File: src/gpwm_pkg.sv
// constants, register map and bus carrier types for the gpio port with wake monitor
// assumes one 100 MHz clock and a classic wishbone master with 32-bit data
package gpwm_pkg;

    // ************************************************
    // geometry and timing
    // ************************************************
    localparam int NPIN              = 17;
    localparam int NLOW              = 16;
    localparam int NIRQ              = 4;
    localparam int CLK_NS            = 10;
    // unfiltered capture: one clock sample already covers this width
    localparam int UNF_MIN_NS        = 80;
    localparam int UNF_MIN_CYC       = (UNF_MIN_NS / CLK_NS < 1) ? 1 : UNF_MIN_NS / CLK_NS;
    localparam int FILT_MIN_NS       = 450;
    localparam int FILT_CYC          = (FILT_MIN_NS / CLK_NS < 1) ? 1 : FILT_MIN_NS / CLK_NS;
    localparam logic [5:0] FILT_LAST = 6'(FILT_CYC - 1);

    // pins that feed the four external interrupt lines a..d
    localparam int IRQ_PIN_A         = 8;
    localparam int IRQ_PIN_B         = 14;
    localparam int IRQ_PIN_C         = 15;
    localparam int IRQ_PIN_D         = 16;

    // ************************************************
    // register byte offsets
    // ************************************************
    localparam logic [7:0] ADR_LVL_L  = 8'h00;
    localparam logic [7:0] ADR_LVL_H  = 8'h04;
    localparam logic [7:0] ADR_DRV_L  = 8'h08;
    localparam logic [7:0] ADR_DRV_H  = 8'h0c;
    localparam logic [7:0] ADR_DSET_L = 8'h10;
    localparam logic [7:0] ADR_DSET_H = 8'h14;
    localparam logic [7:0] ADR_DCLR_L = 8'h18;
    localparam logic [7:0] ADR_DCLR_H = 8'h1c;
    localparam logic [7:0] ADR_OE_L   = 8'h20;
    localparam logic [7:0] ADR_OE_H   = 8'h24;
    localparam logic [7:0] ADR_OSET_L = 8'h28;
    localparam logic [7:0] ADR_OSET_H = 8'h2c;
    localparam logic [7:0] ADR_OCLR_L = 8'h30;
    localparam logic [7:0] ADR_OCLR_H = 8'h34;
    localparam logic [7:0] ADR_PU_L   = 8'h38;
    localparam logic [7:0] ADR_PU_H   = 8'h3c;
    localparam logic [7:0] ADR_PD_L   = 8'h40;
    localparam logic [7:0] ADR_PD_H   = 8'h44;
    localparam logic [7:0] ADR_ODRN   = 8'h48;
    localparam logic [7:0] ADR_OSRC   = 8'h4c;
    localparam logic [7:0] ADR_ALT    = 8'h50;
    localparam logic [7:0] ADR_IRQCFG = 8'h54;
    localparam logic [7:0] ADR_IRQST  = 8'h58;
    localparam logic [7:0] ADR_WSEL   = 8'h5c;
    localparam logic [7:0] ADR_WST    = 8'h60;
    localparam logic [7:0] ADR_DBG    = 8'h64;

    // irq config nibble per line: enable, edge mode, active high / rising, filter
    localparam int IC_EN             = 0;
    localparam int IC_EDGE           = 1;
    localparam int IC_POL            = 2;
    localparam int IC_FILT           = 3;

    localparam logic [16:0] RST_VEC17 = 17'h00000;
    localparam logic [15:0] RST_CFG16 = 16'h0000;

    typedef enum logic [1:0] {WR_LOAD, WR_SET, WR_CLR} gpwm_wr_op_t;

    typedef struct packed {
        logic        cyc;
        logic        stb;
        logic        we;
        logic [7:0]  adr;
        logic [3:0]  sel;
        logic [31:0] dat;
    } gpwm_wb_req_t;

    typedef struct packed {
        logic        ack;
        logic [31:0] dat;
    } gpwm_wb_rsp_t;

endpackage

File: src/gpwm_port.sv
// 17-pin gpio port: wishbone registers, pad drive, interrupt pins, wake monitor
// assumes the whole block sits in the always-powered domain on one clock;
// rst_i is that domain's reset, so core supply loss does not touch it
//
// What this block does
// - seventeen pins, each input, output or both
// - push-pull, open-drain or open-source per pin
// - separate pull-up and pull-down enable registers
// - input registers return sampled pin levels
// - driver active only when direction bit set; alt-routed pins follow alt_oe_i
// - output registers hold the driven level
// - set writes turn written ones to one
// - clear writes turn written ones to zero
// - settings survive core supply loss
// - config register routes alternate functions to pins
// - pins 8, 14, 15, 16 are interrupts
// - per line filter, trigger and enable
// - capture 80ns unfiltered, 450ns filtered
// - outputs frozen during deep sleep
// - detect changes on monitored input pins
// - wake select picks low pins; changes wake
// - timer captures see pins without filtering
//
// Chosen here: the address map and the Wishbone register port.
`timescale 1ns/100ps

module gpwm_port (
    // clock and reset
    input  wire logic                  clk_i,
    input  wire logic                  rst_i,
    // wishbone slave
    input  wire gpwm_pkg::gpwm_wb_req_t wb_req_i,
    output gpwm_pkg::gpwm_wb_rsp_t     wb_rsp_o,
    // pads
    input  wire logic [16:0]           pad_i,
    output logic      [16:0]           pad_o,
    output logic      [16:0]           pad_oe_n_o,
    output logic      [16:0]           pull_up_o,
    output logic      [16:0]           pull_down_o,
    // alternate peripheral functions
    input  wire logic [16:0]           alt_out_i,
    input  wire logic [16:0]           alt_oe_i,
    output logic      [16:0]           pin_sync_o,
    // power and events
    input  wire logic                  deep_sleep_i,
    output logic      [3:0]            ext_irq_o,
    output logic                       wake_o
);

    // ************************************************
    // bus access
    // ************************************************
    logic        ack_reg;
    logic [31:0] rdat_reg;
    logic [31:0] rdat_next;
    logic        wr_go;
    logic [7:0]  adr;

    assign adr   = wb_req_i.adr;
    assign wr_go = wb_req_i.cyc & wb_req_i.stb & wb_req_i.we & ~ack_reg;

    function automatic logic [16:0] upd(input logic [16:0] old, input logic hi, input logic [31:0] d,
                                        input logic [3:0] sel, input gpwm_pkg::gpwm_wr_op_t op);
        logic [31:0] m32;
        logic [16:0] m;
        logic [16:0] v;
        logic [16:0] r;
        m32 = {{8{sel[3]}}, {8{sel[2]}}, {8{sel[1]}}, {8{sel[0]}}};
        m   = hi ? {m32[0], 16'h0000} : {1'b0, m32[15:0]};
        v   = (hi ? {d[0], 16'h0000} : {1'b0, d[15:0]}) & m;
        case (op)
            gpwm_pkg::WR_LOAD: r = (old & ~m) | v;
            gpwm_pkg::WR_SET:  r = old | v;
            gpwm_pkg::WR_CLR:  r = old & ~v;
            default:           r = old;
        endcase
        return r;
    endfunction

    function automatic logic [15:0] upd16(input logic [15:0] old, input logic [31:0] d, input logic [3:0] sel);
        logic [15:0] m;
        m = {{8{sel[1]}}, {8{sel[0]}}};
        return (old & ~m) | (d[15:0] & m);
    endfunction

    // ************************************************
    // configuration registers
    // ************************************************
    logic [16:0] drive_reg;
    logic [16:0] oe_reg;
    logic [16:0] pu_reg;
    logic [16:0] pd_reg;
    logic [16:0] odrn_reg;
    logic [16:0] osrc_reg;
    logic [16:0] alt_reg;
    logic [15:0] irq_cfg_reg;
    logic [15:0] wake_sel_reg;
    logic [31:0] dbg_reg;

    always_ff @(posedge clk_i) begin
        if (rst_i) begin
            drive_reg <= gpwm_pkg::RST_VEC17;
        end else if (wr_go) begin
            case (adr)
                gpwm_pkg::ADR_DRV_L:  drive_reg <= upd(drive_reg, 1'b0, wb_req_i.dat, wb_req_i.sel, gpwm_pkg::WR_LOAD);
                gpwm_pkg::ADR_DRV_H:  drive_reg <= upd(drive_reg, 1'b1, wb_req_i.dat, wb_req_i.sel, gpwm_pkg::WR_LOAD);
                gpwm_pkg::ADR_DSET_L: drive_reg <= upd(drive_reg, 1'b0, wb_req_i.dat, wb_req_i.sel, gpwm_pkg::WR_SET);
                gpwm_pkg::ADR_DSET_H: drive_reg <= upd(drive_reg, 1'b1, wb_req_i.dat, wb_req_i.sel, gpwm_pkg::WR_SET);
                gpwm_pkg::ADR_DCLR_L: drive_reg <= upd(drive_reg, 1'b0, wb_req_i.dat, wb_req_i.sel, gpwm_pkg::WR_CLR);
                gpwm_pkg::ADR_DCLR_H: drive_reg <= upd(drive_reg, 1'b1, wb_req_i.dat, wb_req_i.sel, gpwm_pkg::WR_CLR);
                default: begin
                end
            endcase
        end
    end

    always_ff @(posedge clk_i) begin
        if (rst_i) begin
            oe_reg <= gpwm_pkg::RST_VEC17;
        end else if (wr_go) begin
            case (adr)
                gpwm_pkg::ADR_OE_L:   oe_reg <= upd(oe_reg, 1'b0, wb_req_i.dat, wb_req_i.sel, gpwm_pkg::WR_LOAD);
                gpwm_pkg::ADR_OE_H:   oe_reg <= upd(oe_reg, 1'b1, wb_req_i.dat, wb_req_i.sel, gpwm_pkg::WR_LOAD);
                gpwm_pkg::ADR_OSET_L: oe_reg <= upd(oe_reg, 1'b0, wb_req_i.dat, wb_req_i.sel, gpwm_pkg::WR_SET);
                gpwm_pkg::ADR_OSET_H: oe_reg <= upd(oe_reg, 1'b1, wb_req_i.dat, wb_req_i.sel, gpwm_pkg::WR_SET);
                gpwm_pkg::ADR_OCLR_L: oe_reg <= upd(oe_reg, 1'b0, wb_req_i.dat, wb_req_i.sel, gpwm_pkg::WR_CLR);
                gpwm_pkg::ADR_OCLR_H: oe_reg <= upd(oe_reg, 1'b1, wb_req_i.dat, wb_req_i.sel, gpwm_pkg::WR_CLR);
                default: begin
                end
            endcase
        end
    end

    // pulls, drive style, routing, irq and wake setup
    always_ff @(posedge clk_i) begin
        if (rst_i) begin
            pu_reg       <= gpwm_pkg::RST_VEC17;
            pd_reg       <= gpwm_pkg::RST_VEC17;
            odrn_reg     <= gpwm_pkg::RST_VEC17;
            osrc_reg     <= gpwm_pkg::RST_VEC17;
            alt_reg      <= gpwm_pkg::RST_VEC17;
            irq_cfg_reg  <= gpwm_pkg::RST_CFG16;
            wake_sel_reg <= gpwm_pkg::RST_CFG16;
            dbg_reg      <= 32'h00000000;
        end else if (wr_go) begin
            case (adr)
                gpwm_pkg::ADR_PU_L:   pu_reg       <= upd(pu_reg, 1'b0, wb_req_i.dat, wb_req_i.sel, gpwm_pkg::WR_LOAD);
                gpwm_pkg::ADR_PU_H:   pu_reg       <= upd(pu_reg, 1'b1, wb_req_i.dat, wb_req_i.sel, gpwm_pkg::WR_LOAD);
                gpwm_pkg::ADR_PD_L:   pd_reg       <= upd(pd_reg, 1'b0, wb_req_i.dat, wb_req_i.sel, gpwm_pkg::WR_LOAD);
                gpwm_pkg::ADR_PD_H:   pd_reg       <= upd(pd_reg, 1'b1, wb_req_i.dat, wb_req_i.sel, gpwm_pkg::WR_LOAD);
                gpwm_pkg::ADR_ODRN:   odrn_reg     <= wb_req_i.dat[16:0];
                gpwm_pkg::ADR_OSRC:   osrc_reg     <= wb_req_i.dat[16:0];
                gpwm_pkg::ADR_ALT:    alt_reg      <= wb_req_i.dat[16:0];
                gpwm_pkg::ADR_IRQCFG: irq_cfg_reg  <= upd16(irq_cfg_reg, wb_req_i.dat, wb_req_i.sel);
                gpwm_pkg::ADR_WSEL:   wake_sel_reg <= upd16(wake_sel_reg, wb_req_i.dat, wb_req_i.sel);
                gpwm_pkg::ADR_DBG:    dbg_reg      <= wb_req_i.dat;
                default: begin
                end
            endcase
        end
    end

    // ************************************************
    // pin sampling
    // ************************************************
    logic [16:0] pin_meta_reg;
    logic [16:0] pin_sync_reg;
    logic [15:0] pin_prev_reg;

    always_ff @(posedge clk_i) begin
        if (rst_i) begin
            pin_meta_reg <= gpwm_pkg::RST_VEC17;
            pin_sync_reg <= gpwm_pkg::RST_VEC17;
            pin_prev_reg <= gpwm_pkg::RST_CFG16;
        end else begin
            pin_meta_reg <= pad_i;
            pin_sync_reg <= pin_meta_reg;
            pin_prev_reg <= pin_sync_reg[15:0];
        end
    end

    // timer captures take the plain sampled level, no filter or trigger options
    assign pin_sync_o  = pin_sync_reg;
    assign pull_up_o   = pu_reg;
    assign pull_down_o = pd_reg;

    // ************************************************
    // pad drive and sleep freeze
    // ************************************************
    logic [16:0] lvl;
    logic [16:0] en;
    logic [16:0] act;
    logic [16:0] pad_reg;
    logic [16:0] oe_n_reg;

    assign lvl = (alt_reg & alt_out_i) | (~alt_reg & drive_reg);
    assign en  = (alt_reg & alt_oe_i) | (~alt_reg & oe_reg);
    // open-drain wins if both styles are set, so a pin never fights a wired bus high
    assign act = en & ((odrn_reg & ~lvl) | (~odrn_reg & osrc_reg & lvl) | (~odrn_reg & ~osrc_reg));

    // holding the flops during sleep keeps pads at their entry level
    always_ff @(posedge clk_i) begin
        if (rst_i) begin
            pad_reg  <= gpwm_pkg::RST_VEC17;
            oe_n_reg <= ~gpwm_pkg::RST_VEC17;
        end else if (!deep_sleep_i) begin
            pad_reg  <= lvl;
            oe_n_reg <= ~act;
        end
    end

    assign pad_o      = pad_reg;
    assign pad_oe_n_o = oe_n_reg;

    // ************************************************
    // external interrupt lines
    // ************************************************
    logic [3:0]      irq_raw;
    logic [3:0]      filt_lvl_reg;
    logic [5:0]      filt_cnt_reg [4];
    logic [3:0]      src_prev_reg;
    logic [3:0]      src;
    logic [3:0]      hit;
    logic [3:0]      irq_flag_reg;
    logic            irq_clr;

    assign irq_raw = {pin_sync_reg[gpwm_pkg::IRQ_PIN_D], pin_sync_reg[gpwm_pkg::IRQ_PIN_C],
                      pin_sync_reg[gpwm_pkg::IRQ_PIN_B], pin_sync_reg[gpwm_pkg::IRQ_PIN_A]};

    // filtered level only follows after the input held its new value long enough
    always_ff @(posedge clk_i) begin
        if (rst_i) begin
            filt_lvl_reg <= 4'h0;
            for (int i = 0; i < gpwm_pkg::NIRQ; i++) begin
                filt_cnt_reg[i] <= 6'h00;
            end
        end else begin
            for (int i = 0; i < gpwm_pkg::NIRQ; i++) begin
                if (irq_raw[i] == filt_lvl_reg[i]) begin
                    filt_cnt_reg[i] <= 6'h00;
                end else if (filt_cnt_reg[i] == gpwm_pkg::FILT_LAST) begin
                    filt_lvl_reg[i] <= irq_raw[i];
                    filt_cnt_reg[i] <= 6'h00;
                end else begin
                    filt_cnt_reg[i] <= filt_cnt_reg[i] + 6'h01;
                end
            end
        end
    end

    always_comb begin
        for (int i = 0; i < gpwm_pkg::NIRQ; i++) begin
            src[i] = irq_cfg_reg[4*i+gpwm_pkg::IC_FILT] ? filt_lvl_reg[i] : irq_raw[i];
            hit[i] = irq_cfg_reg[4*i+gpwm_pkg::IC_EDGE]
                   ? (src[i] != src_prev_reg[i]) && (src[i] == irq_cfg_reg[4*i+gpwm_pkg::IC_POL])
                   : (src[i] == irq_cfg_reg[4*i+gpwm_pkg::IC_POL]);
        end
    end

    assign irq_clr = wr_go && adr == gpwm_pkg::ADR_IRQST && wb_req_i.sel[0];

    // a hit in the clearing cycle survives the clear
    always_ff @(posedge clk_i) begin
        if (rst_i) begin
            src_prev_reg <= 4'h0;
            irq_flag_reg <= 4'h0;
        end else begin
            src_prev_reg <= src;
            irq_flag_reg <= (irq_flag_reg & ~(irq_clr ? wb_req_i.dat[3:0] : 4'h0)) | hit;
        end
    end

    always_comb begin
        for (int i = 0; i < gpwm_pkg::NIRQ; i++) begin
            ext_irq_o[i] = irq_flag_reg[i] & irq_cfg_reg[4*i+gpwm_pkg::IC_EN];
        end
    end

    // ************************************************
    // wake monitor, never gated by sleep
    // ************************************************
    logic [15:0] wake_st_reg;
    logic [15:0] chg;
    logic        wake_clr;

    assign chg      = (pin_sync_reg[15:0] ^ pin_prev_reg) & wake_sel_reg;
    assign wake_clr = wr_go && adr == gpwm_pkg::ADR_WST;

    always_ff @(posedge clk_i) begin
        if (rst_i) begin
            wake_st_reg <= gpwm_pkg::RST_CFG16;
        end else begin
            wake_st_reg <= (wake_st_reg & ~(wake_clr ? wb_req_i.dat[15:0] : 16'h0000)) | chg;
        end
    end

    assign wake_o = |wake_st_reg;

    // ************************************************
    // read mux and acknowledge
    // ************************************************
    always_comb begin
        case (adr)
            gpwm_pkg::ADR_LVL_L:  rdat_next = {16'h0000, pin_sync_reg[15:0]};
            gpwm_pkg::ADR_LVL_H:  rdat_next = {31'h00000000, pin_sync_reg[16]};
            gpwm_pkg::ADR_DRV_L, gpwm_pkg::ADR_DSET_L, gpwm_pkg::ADR_DCLR_L:
                                  rdat_next = {16'h0000, drive_reg[15:0]};
            gpwm_pkg::ADR_DRV_H, gpwm_pkg::ADR_DSET_H, gpwm_pkg::ADR_DCLR_H:
                                  rdat_next = {31'h00000000, drive_reg[16]};
            gpwm_pkg::ADR_OE_L, gpwm_pkg::ADR_OSET_L, gpwm_pkg::ADR_OCLR_L:
                                  rdat_next = {16'h0000, oe_reg[15:0]};
            gpwm_pkg::ADR_OE_H, gpwm_pkg::ADR_OSET_H, gpwm_pkg::ADR_OCLR_H:
                                  rdat_next = {31'h00000000, oe_reg[16]};
            gpwm_pkg::ADR_PU_L:   rdat_next = {16'h0000, pu_reg[15:0]};
            gpwm_pkg::ADR_PU_H:   rdat_next = {31'h00000000, pu_reg[16]};
            gpwm_pkg::ADR_PD_L:   rdat_next = {16'h0000, pd_reg[15:0]};
            gpwm_pkg::ADR_PD_H:   rdat_next = {31'h00000000, pd_reg[16]};
            gpwm_pkg::ADR_ODRN:   rdat_next = {15'h0000, odrn_reg};
            gpwm_pkg::ADR_OSRC:   rdat_next = {15'h0000, osrc_reg};
            gpwm_pkg::ADR_ALT:    rdat_next = {15'h0000, alt_reg};
            gpwm_pkg::ADR_IRQCFG: rdat_next = {16'h0000, irq_cfg_reg};
            gpwm_pkg::ADR_IRQST:  rdat_next = {28'h0000000, irq_flag_reg};
            gpwm_pkg::ADR_WSEL:   rdat_next = {16'h0000, wake_sel_reg};
            gpwm_pkg::ADR_WST:    rdat_next = {16'h0000, wake_st_reg};
            gpwm_pkg::ADR_DBG:    rdat_next = dbg_reg;
            default:              rdat_next = 32'h00000000;
        endcase
    end

    always_ff @(posedge clk_i) begin
        if (rst_i) begin
            ack_reg  <= 1'b0;
            rdat_reg <= 32'h00000000;
        end else begin
            ack_reg  <= wb_req_i.cyc & wb_req_i.stb & ~ack_reg;
            rdat_reg <= rdat_next;
        end
    end

    assign wb_rsp_o.ack = ack_reg;
    assign wb_rsp_o.dat = rdat_reg;
endmodule

File: config.mk
export PLATFORM = sky130hd
export DESIGN_NAME = gpwm_port
export DESIGN_NICKNAME = d
export VERILOG_FILES = /design/src/gpwm_pkg.sv /design/src/gpwm_port.sv
export SDC_FILE = /design/constraint.sdc
export NUM_CORES = 1
export LEC_CHECK = 0
export ABC_CLOCK_PERIOD_IN_PS = 2350
export BUFFER_PORTS_ARGS = -buffer_cell sky130_fd_sc_hd__buf_4
export CAP_MARGIN = 20
export CELL_PAD_IN_SITES_DETAIL_PLACEMENT = 1
export CELL_PAD_IN_SITES_GLOBAL_PLACEMENT = 1
export CORE_MARGIN = 2
export CORE_UTILIZATION = 43
export CTS_BUF_LIST = sky130_fd_sc_hd__clkbuf_16
export CTS_CLUSTER_SIZE = 8
export DETAILED_ROUTE_END_ITERATION = 6
export PLACE_DENSITY_LB_ADDON = 0.1
export SYNTH_ARGS = -nofsm -noshare
export SYNTH_HDL_FRONTEND = slang
export SYNTH_SLANG_ARGS = --single-unit
File: constraint.sdc
create_clock -name clk_i -period 2.35 [get_ports clk_i]
set_input_delay 0.47 -clock clk_i [delete_from_list [all_inputs] [get_ports clk_i]]
set_output_delay 0.47 -clock clk_i [all_outputs]
set_load 0.02 [all_outputs]
==> flow_metrics.env <==
export IMPL_io_pins=224
export IMPL_dp_hpwl_mm=44.5
export IMPL_layout_nets=2165
export IMPL_r2r_end="oe_reg[11]$_SDFFE_PP0P_"
export IMPL_antenna_found_initial=1
export IMPL_worst_endpoint_required_ps=1880
export IMPL_whs_ps=89.3
export IMPL_final_util_pct=54.6
export IMPL_syn_to_final_growth_pct=26.2
export IMPL_netlist_area_sq_um=15700
export IMPL_grt_pass1_vias=15400
export IMPL_finalMaxSlewViolations=0
export IMPL_worst_path_max_fanout=3
export IMPL_reg2reg_from="ack_reg$_SDFF_PP0_"
export IMPL_cap_violations=0
export IMPL_postSynthAreaPerCell_sq_um=8.81
export IMPL_grt_pass1_wl_mm=92.6
export IMPL_die_area_sq_um=38100
export IMPL_tritoncts="yes"
export IMPL_dieWidth_um=195
export IMPL_critPathMaxStageDelay_ps=440
export IMPL_synth_edf_count=24
export IMPL_overflow=0
export IMPL_final_fill_count=4171
export IMPL_crit_type="flip-flop to primary output"
export IMPL_path_cells="nor4_2, nand4_1, buf_4"
export IMPL_hold_viol_final=0
export IMPL_startpoint_type="flip-flop"
export IMPL_drtIter0Drc=1127
export IMPL_total_power_uw=13400
export IMPL_tightest_slew_ps=817
export IMPL_via_count=15100
export IMPL_ys_async_sr_fraction_pct=0
export IMPL_synth_top_area_share_pct=41.7
export IMPL_hp_class="primary input to flip-flop"
export IMPL_timing_fmax_ghz=0.429
export IMPL_postCtsHoldBufs=0
export IMPL_outcome="finished, final reports clean"
export IMPL_ff2ff_path_depth=5
export IMPL_cts_buffer_depth=3
export IMPL_wire_per_inst_um=24.3
export IMPL_drc=0
export IMPL_gr_usage_all_layers_pct=31.9
export IMPL_min_from="pad_i[5]"
export IMPL_cts_made_buffers=49
export IMPL_rows=70
export IMPL_ys_top_cells_by_count="328 x dfxtp_1, 268 x nand2_1, 154 x nor2_1"
export IMPL_crit_path_end_kind="primary output"
export IMPL_rsz0062_at_grt="false"
export IMPL_ant_nets=0
export IMPL_synth_top_cell_by_area="dfxtp_1"
export IMPL_yosysSeqAreaShare_pct=46.3
export IMPL_hold_depth=2
export IMPL_fin_setup_tns_ps=0
export IMPL_clkTransAtPathRegs_ps=50
export IMPL_hold_end="pin_meta_reg[5]$_SDFF_PP0_"
export IMPL_ys_seq_elements=352
export IMPL_syn_inst=1785
export IMPL_fin_crit_sh_pct=99.1
export IMPL_setup_viol=0
export IMPL_leakage_uw=0.00799
export IMPL_ys_warn_count=0
export IMPL_maxSlewHeadroom_pct=44.1
export IMPL_synth_cell_types=81
export IMPL_cp_arrival_ps=1860
export IMPL_ff2ff_setup_slack_ps=270
export IMPL_htreeDepth=2
export IMPL_skew_ps=21.7
export IMPL_ys_flop_type="dfxtp_1"
export IMPL_cts_setup_buffers=0
export IMPL_grt_max_degree=69
export IMPL_clkSinkCount=352
export IMPL_finalWeightedCongestion=0.926
export IMPL_core_area_sq_um=36300
export IMPL_numPortBuffers=221
export IMPL_drt_total_wl_mm=61.6
export IMPL_yosysMostFrequentCell="dfxtp_1"
export IMPL_synth_area_leaders="dfxtp_1 42%, mux2i_1 6.7%, nand2_1 6.4%"
export IMPL_p_per_area_nw_per_um2=673
export IMPL_die_height_um=195
export IMPL_vias_per_cell=5.97
export IMPL_vdd_drop_max_mv=0.585
export IMPL_slowest_stage="nor4_2"
export IMPL_firstDrtPassIters=5
export IMPL_fin_crit_ps=2330
export IMPL_layout_drive_gt1_share_pct=20.7
export IMPL_clk_latency_ps=590
export IMPL_root_buffer="clkbuf_16"
export IMPL_start_util_pct=43.3
[worst max path at each step]
stage / start / to / slack [ps] / depth (start not counted)
6_report: wake_st_reg[13]$_SDFF_PP0_ / wake_o / 20 / 3
3_3_place_gp: wb_req_i[38] / pull_up_o[8]$_SDFFE_PP0P_ / 10 / 7
5_1_grt: wake_st_reg[11]$_SDFF_PP0_ / wake_o / 6 / 3
2_1_floorplan: wb_req_i[39] / pull_down_o[0]$_SDFFE_PP0P_ / 280 / 7
4_1_cts: wake_st_reg[13]$_SDFF_PP0_ / wake_o / 30 / 3
3_5_place_dp: wb_req_i[38] / pull_up_o[10]$_SDFFE_PP0P_ / -40 / 7
[layout by cell type (no fill, tap or decap), types with 28 or more instances in the layout]
| cell | n |
|---|---|
| clkbuf_16 | 50 |
| xor2_1 | 28 |
| nand2_1 | 268 |
| a22oi_1 | 41 |
| dfxtp_1 | 328 |
| a21oi_1 | 149 |
| a32oi_1 | 29 |
| inv_1 | 41 |
| nand3_1 | 42 |
| nor2b_1 | 75 |
| nor2_1 | 154 |
| buf_4 | 324 |
| mux2i_1 | 105 |
| o21ai_0 | 63 |
[layout make-up]
class / instances / area (sq um) / share of cell area, %
antenna: 1 / 2.50 / 0.0126
clock buffer: 50 / 1250 / 6.30
clock inverter: 11 / 70.1 / 0.353
inverter: 32 / 120 / 0.605
multi-input combinational: 1284 / 7850 / 39.5
sequential: 352 / 7290 / 36.7
tap: 468 / 586 / 2.95
timing repair buffer: 337 / 2690 / 13.5
[what timing repair did]
item / 4_1_cts / 5_1_grt
setup endpoints to repair: 1 / 0
endpoints found under the hold margin: 0 / 0
gates resized for setup: 2 / 0
[critical path, delay by kind of cell, from the launching register on]
| kind | cells | cell delay [ps] |
|---|---|---|
| AND/OR/NAND/NOR | 2 | 670 |
| buffers and inverters | 1 | 220 |
| flip-flops | 1 | 380 |
[metal layers]
| layer | global-route usage (%) | wire length (um) | vias to the layer above |
|---|---|---|---|
| met5 | 0 | 0 | - |
| met4 | 13.7 | 2530 | 0 |
| met2 | 54.2 | 29900 | 609 |
| li1 | - | - | 6849 |
| met3 | 5.94 | 4310 | 154 |
| met1 | 39.6 | 24900 | 7519 |
[power breakdown]
group	internal (uW)	total [uW]	switching, uW	leakage (uW)
registers	6110	6170	62.2	0.00290
clock network	3740	6360	2620	0.000681
logic	316	827	512	0.00441
total	10200	13400	3190	0.00799
[logic make-up (layout without fill, tap and decap cells)]
kind of cell | Yosys count | in the layout | synth area share [%]
flip-flops | 352 | 352 | 46.3
other | 1 | 25 | 0.0238
multiplexers | 111 | 111 | 7.11
buffers and inverters | 172 | 430 | 4.64
AO/OA/AOI/OAI | 435 | 435 | 18.4
adder cells (fa/ha/maj) | 8 | 8 | 0.636
AND/OR/NAND/NOR | 669 | 669 | 20.8
XOR/XNOR | 37 | 37 | 2.06
[metrics by stage]
| stage | setup slack [ps] | area [sq um] | std cells |
|---|---|---|---|
| 4_1_cts | 26.5 | 19800 | 2534 |
| 5_1_grt | 6.19 | 19800 | 2534 |
| 3_5_place_dp | -42.5 | 18500 | 2473 |
| 2_1_floorplan | 277 | 15800 | 1808 |
| 3_3_place_gp | 11.2 | 18500 | 2473 |
| 6_report | 20.6 | 19900 | 2535 |
No activity file was read; power rests on OpenSTA's default activity.
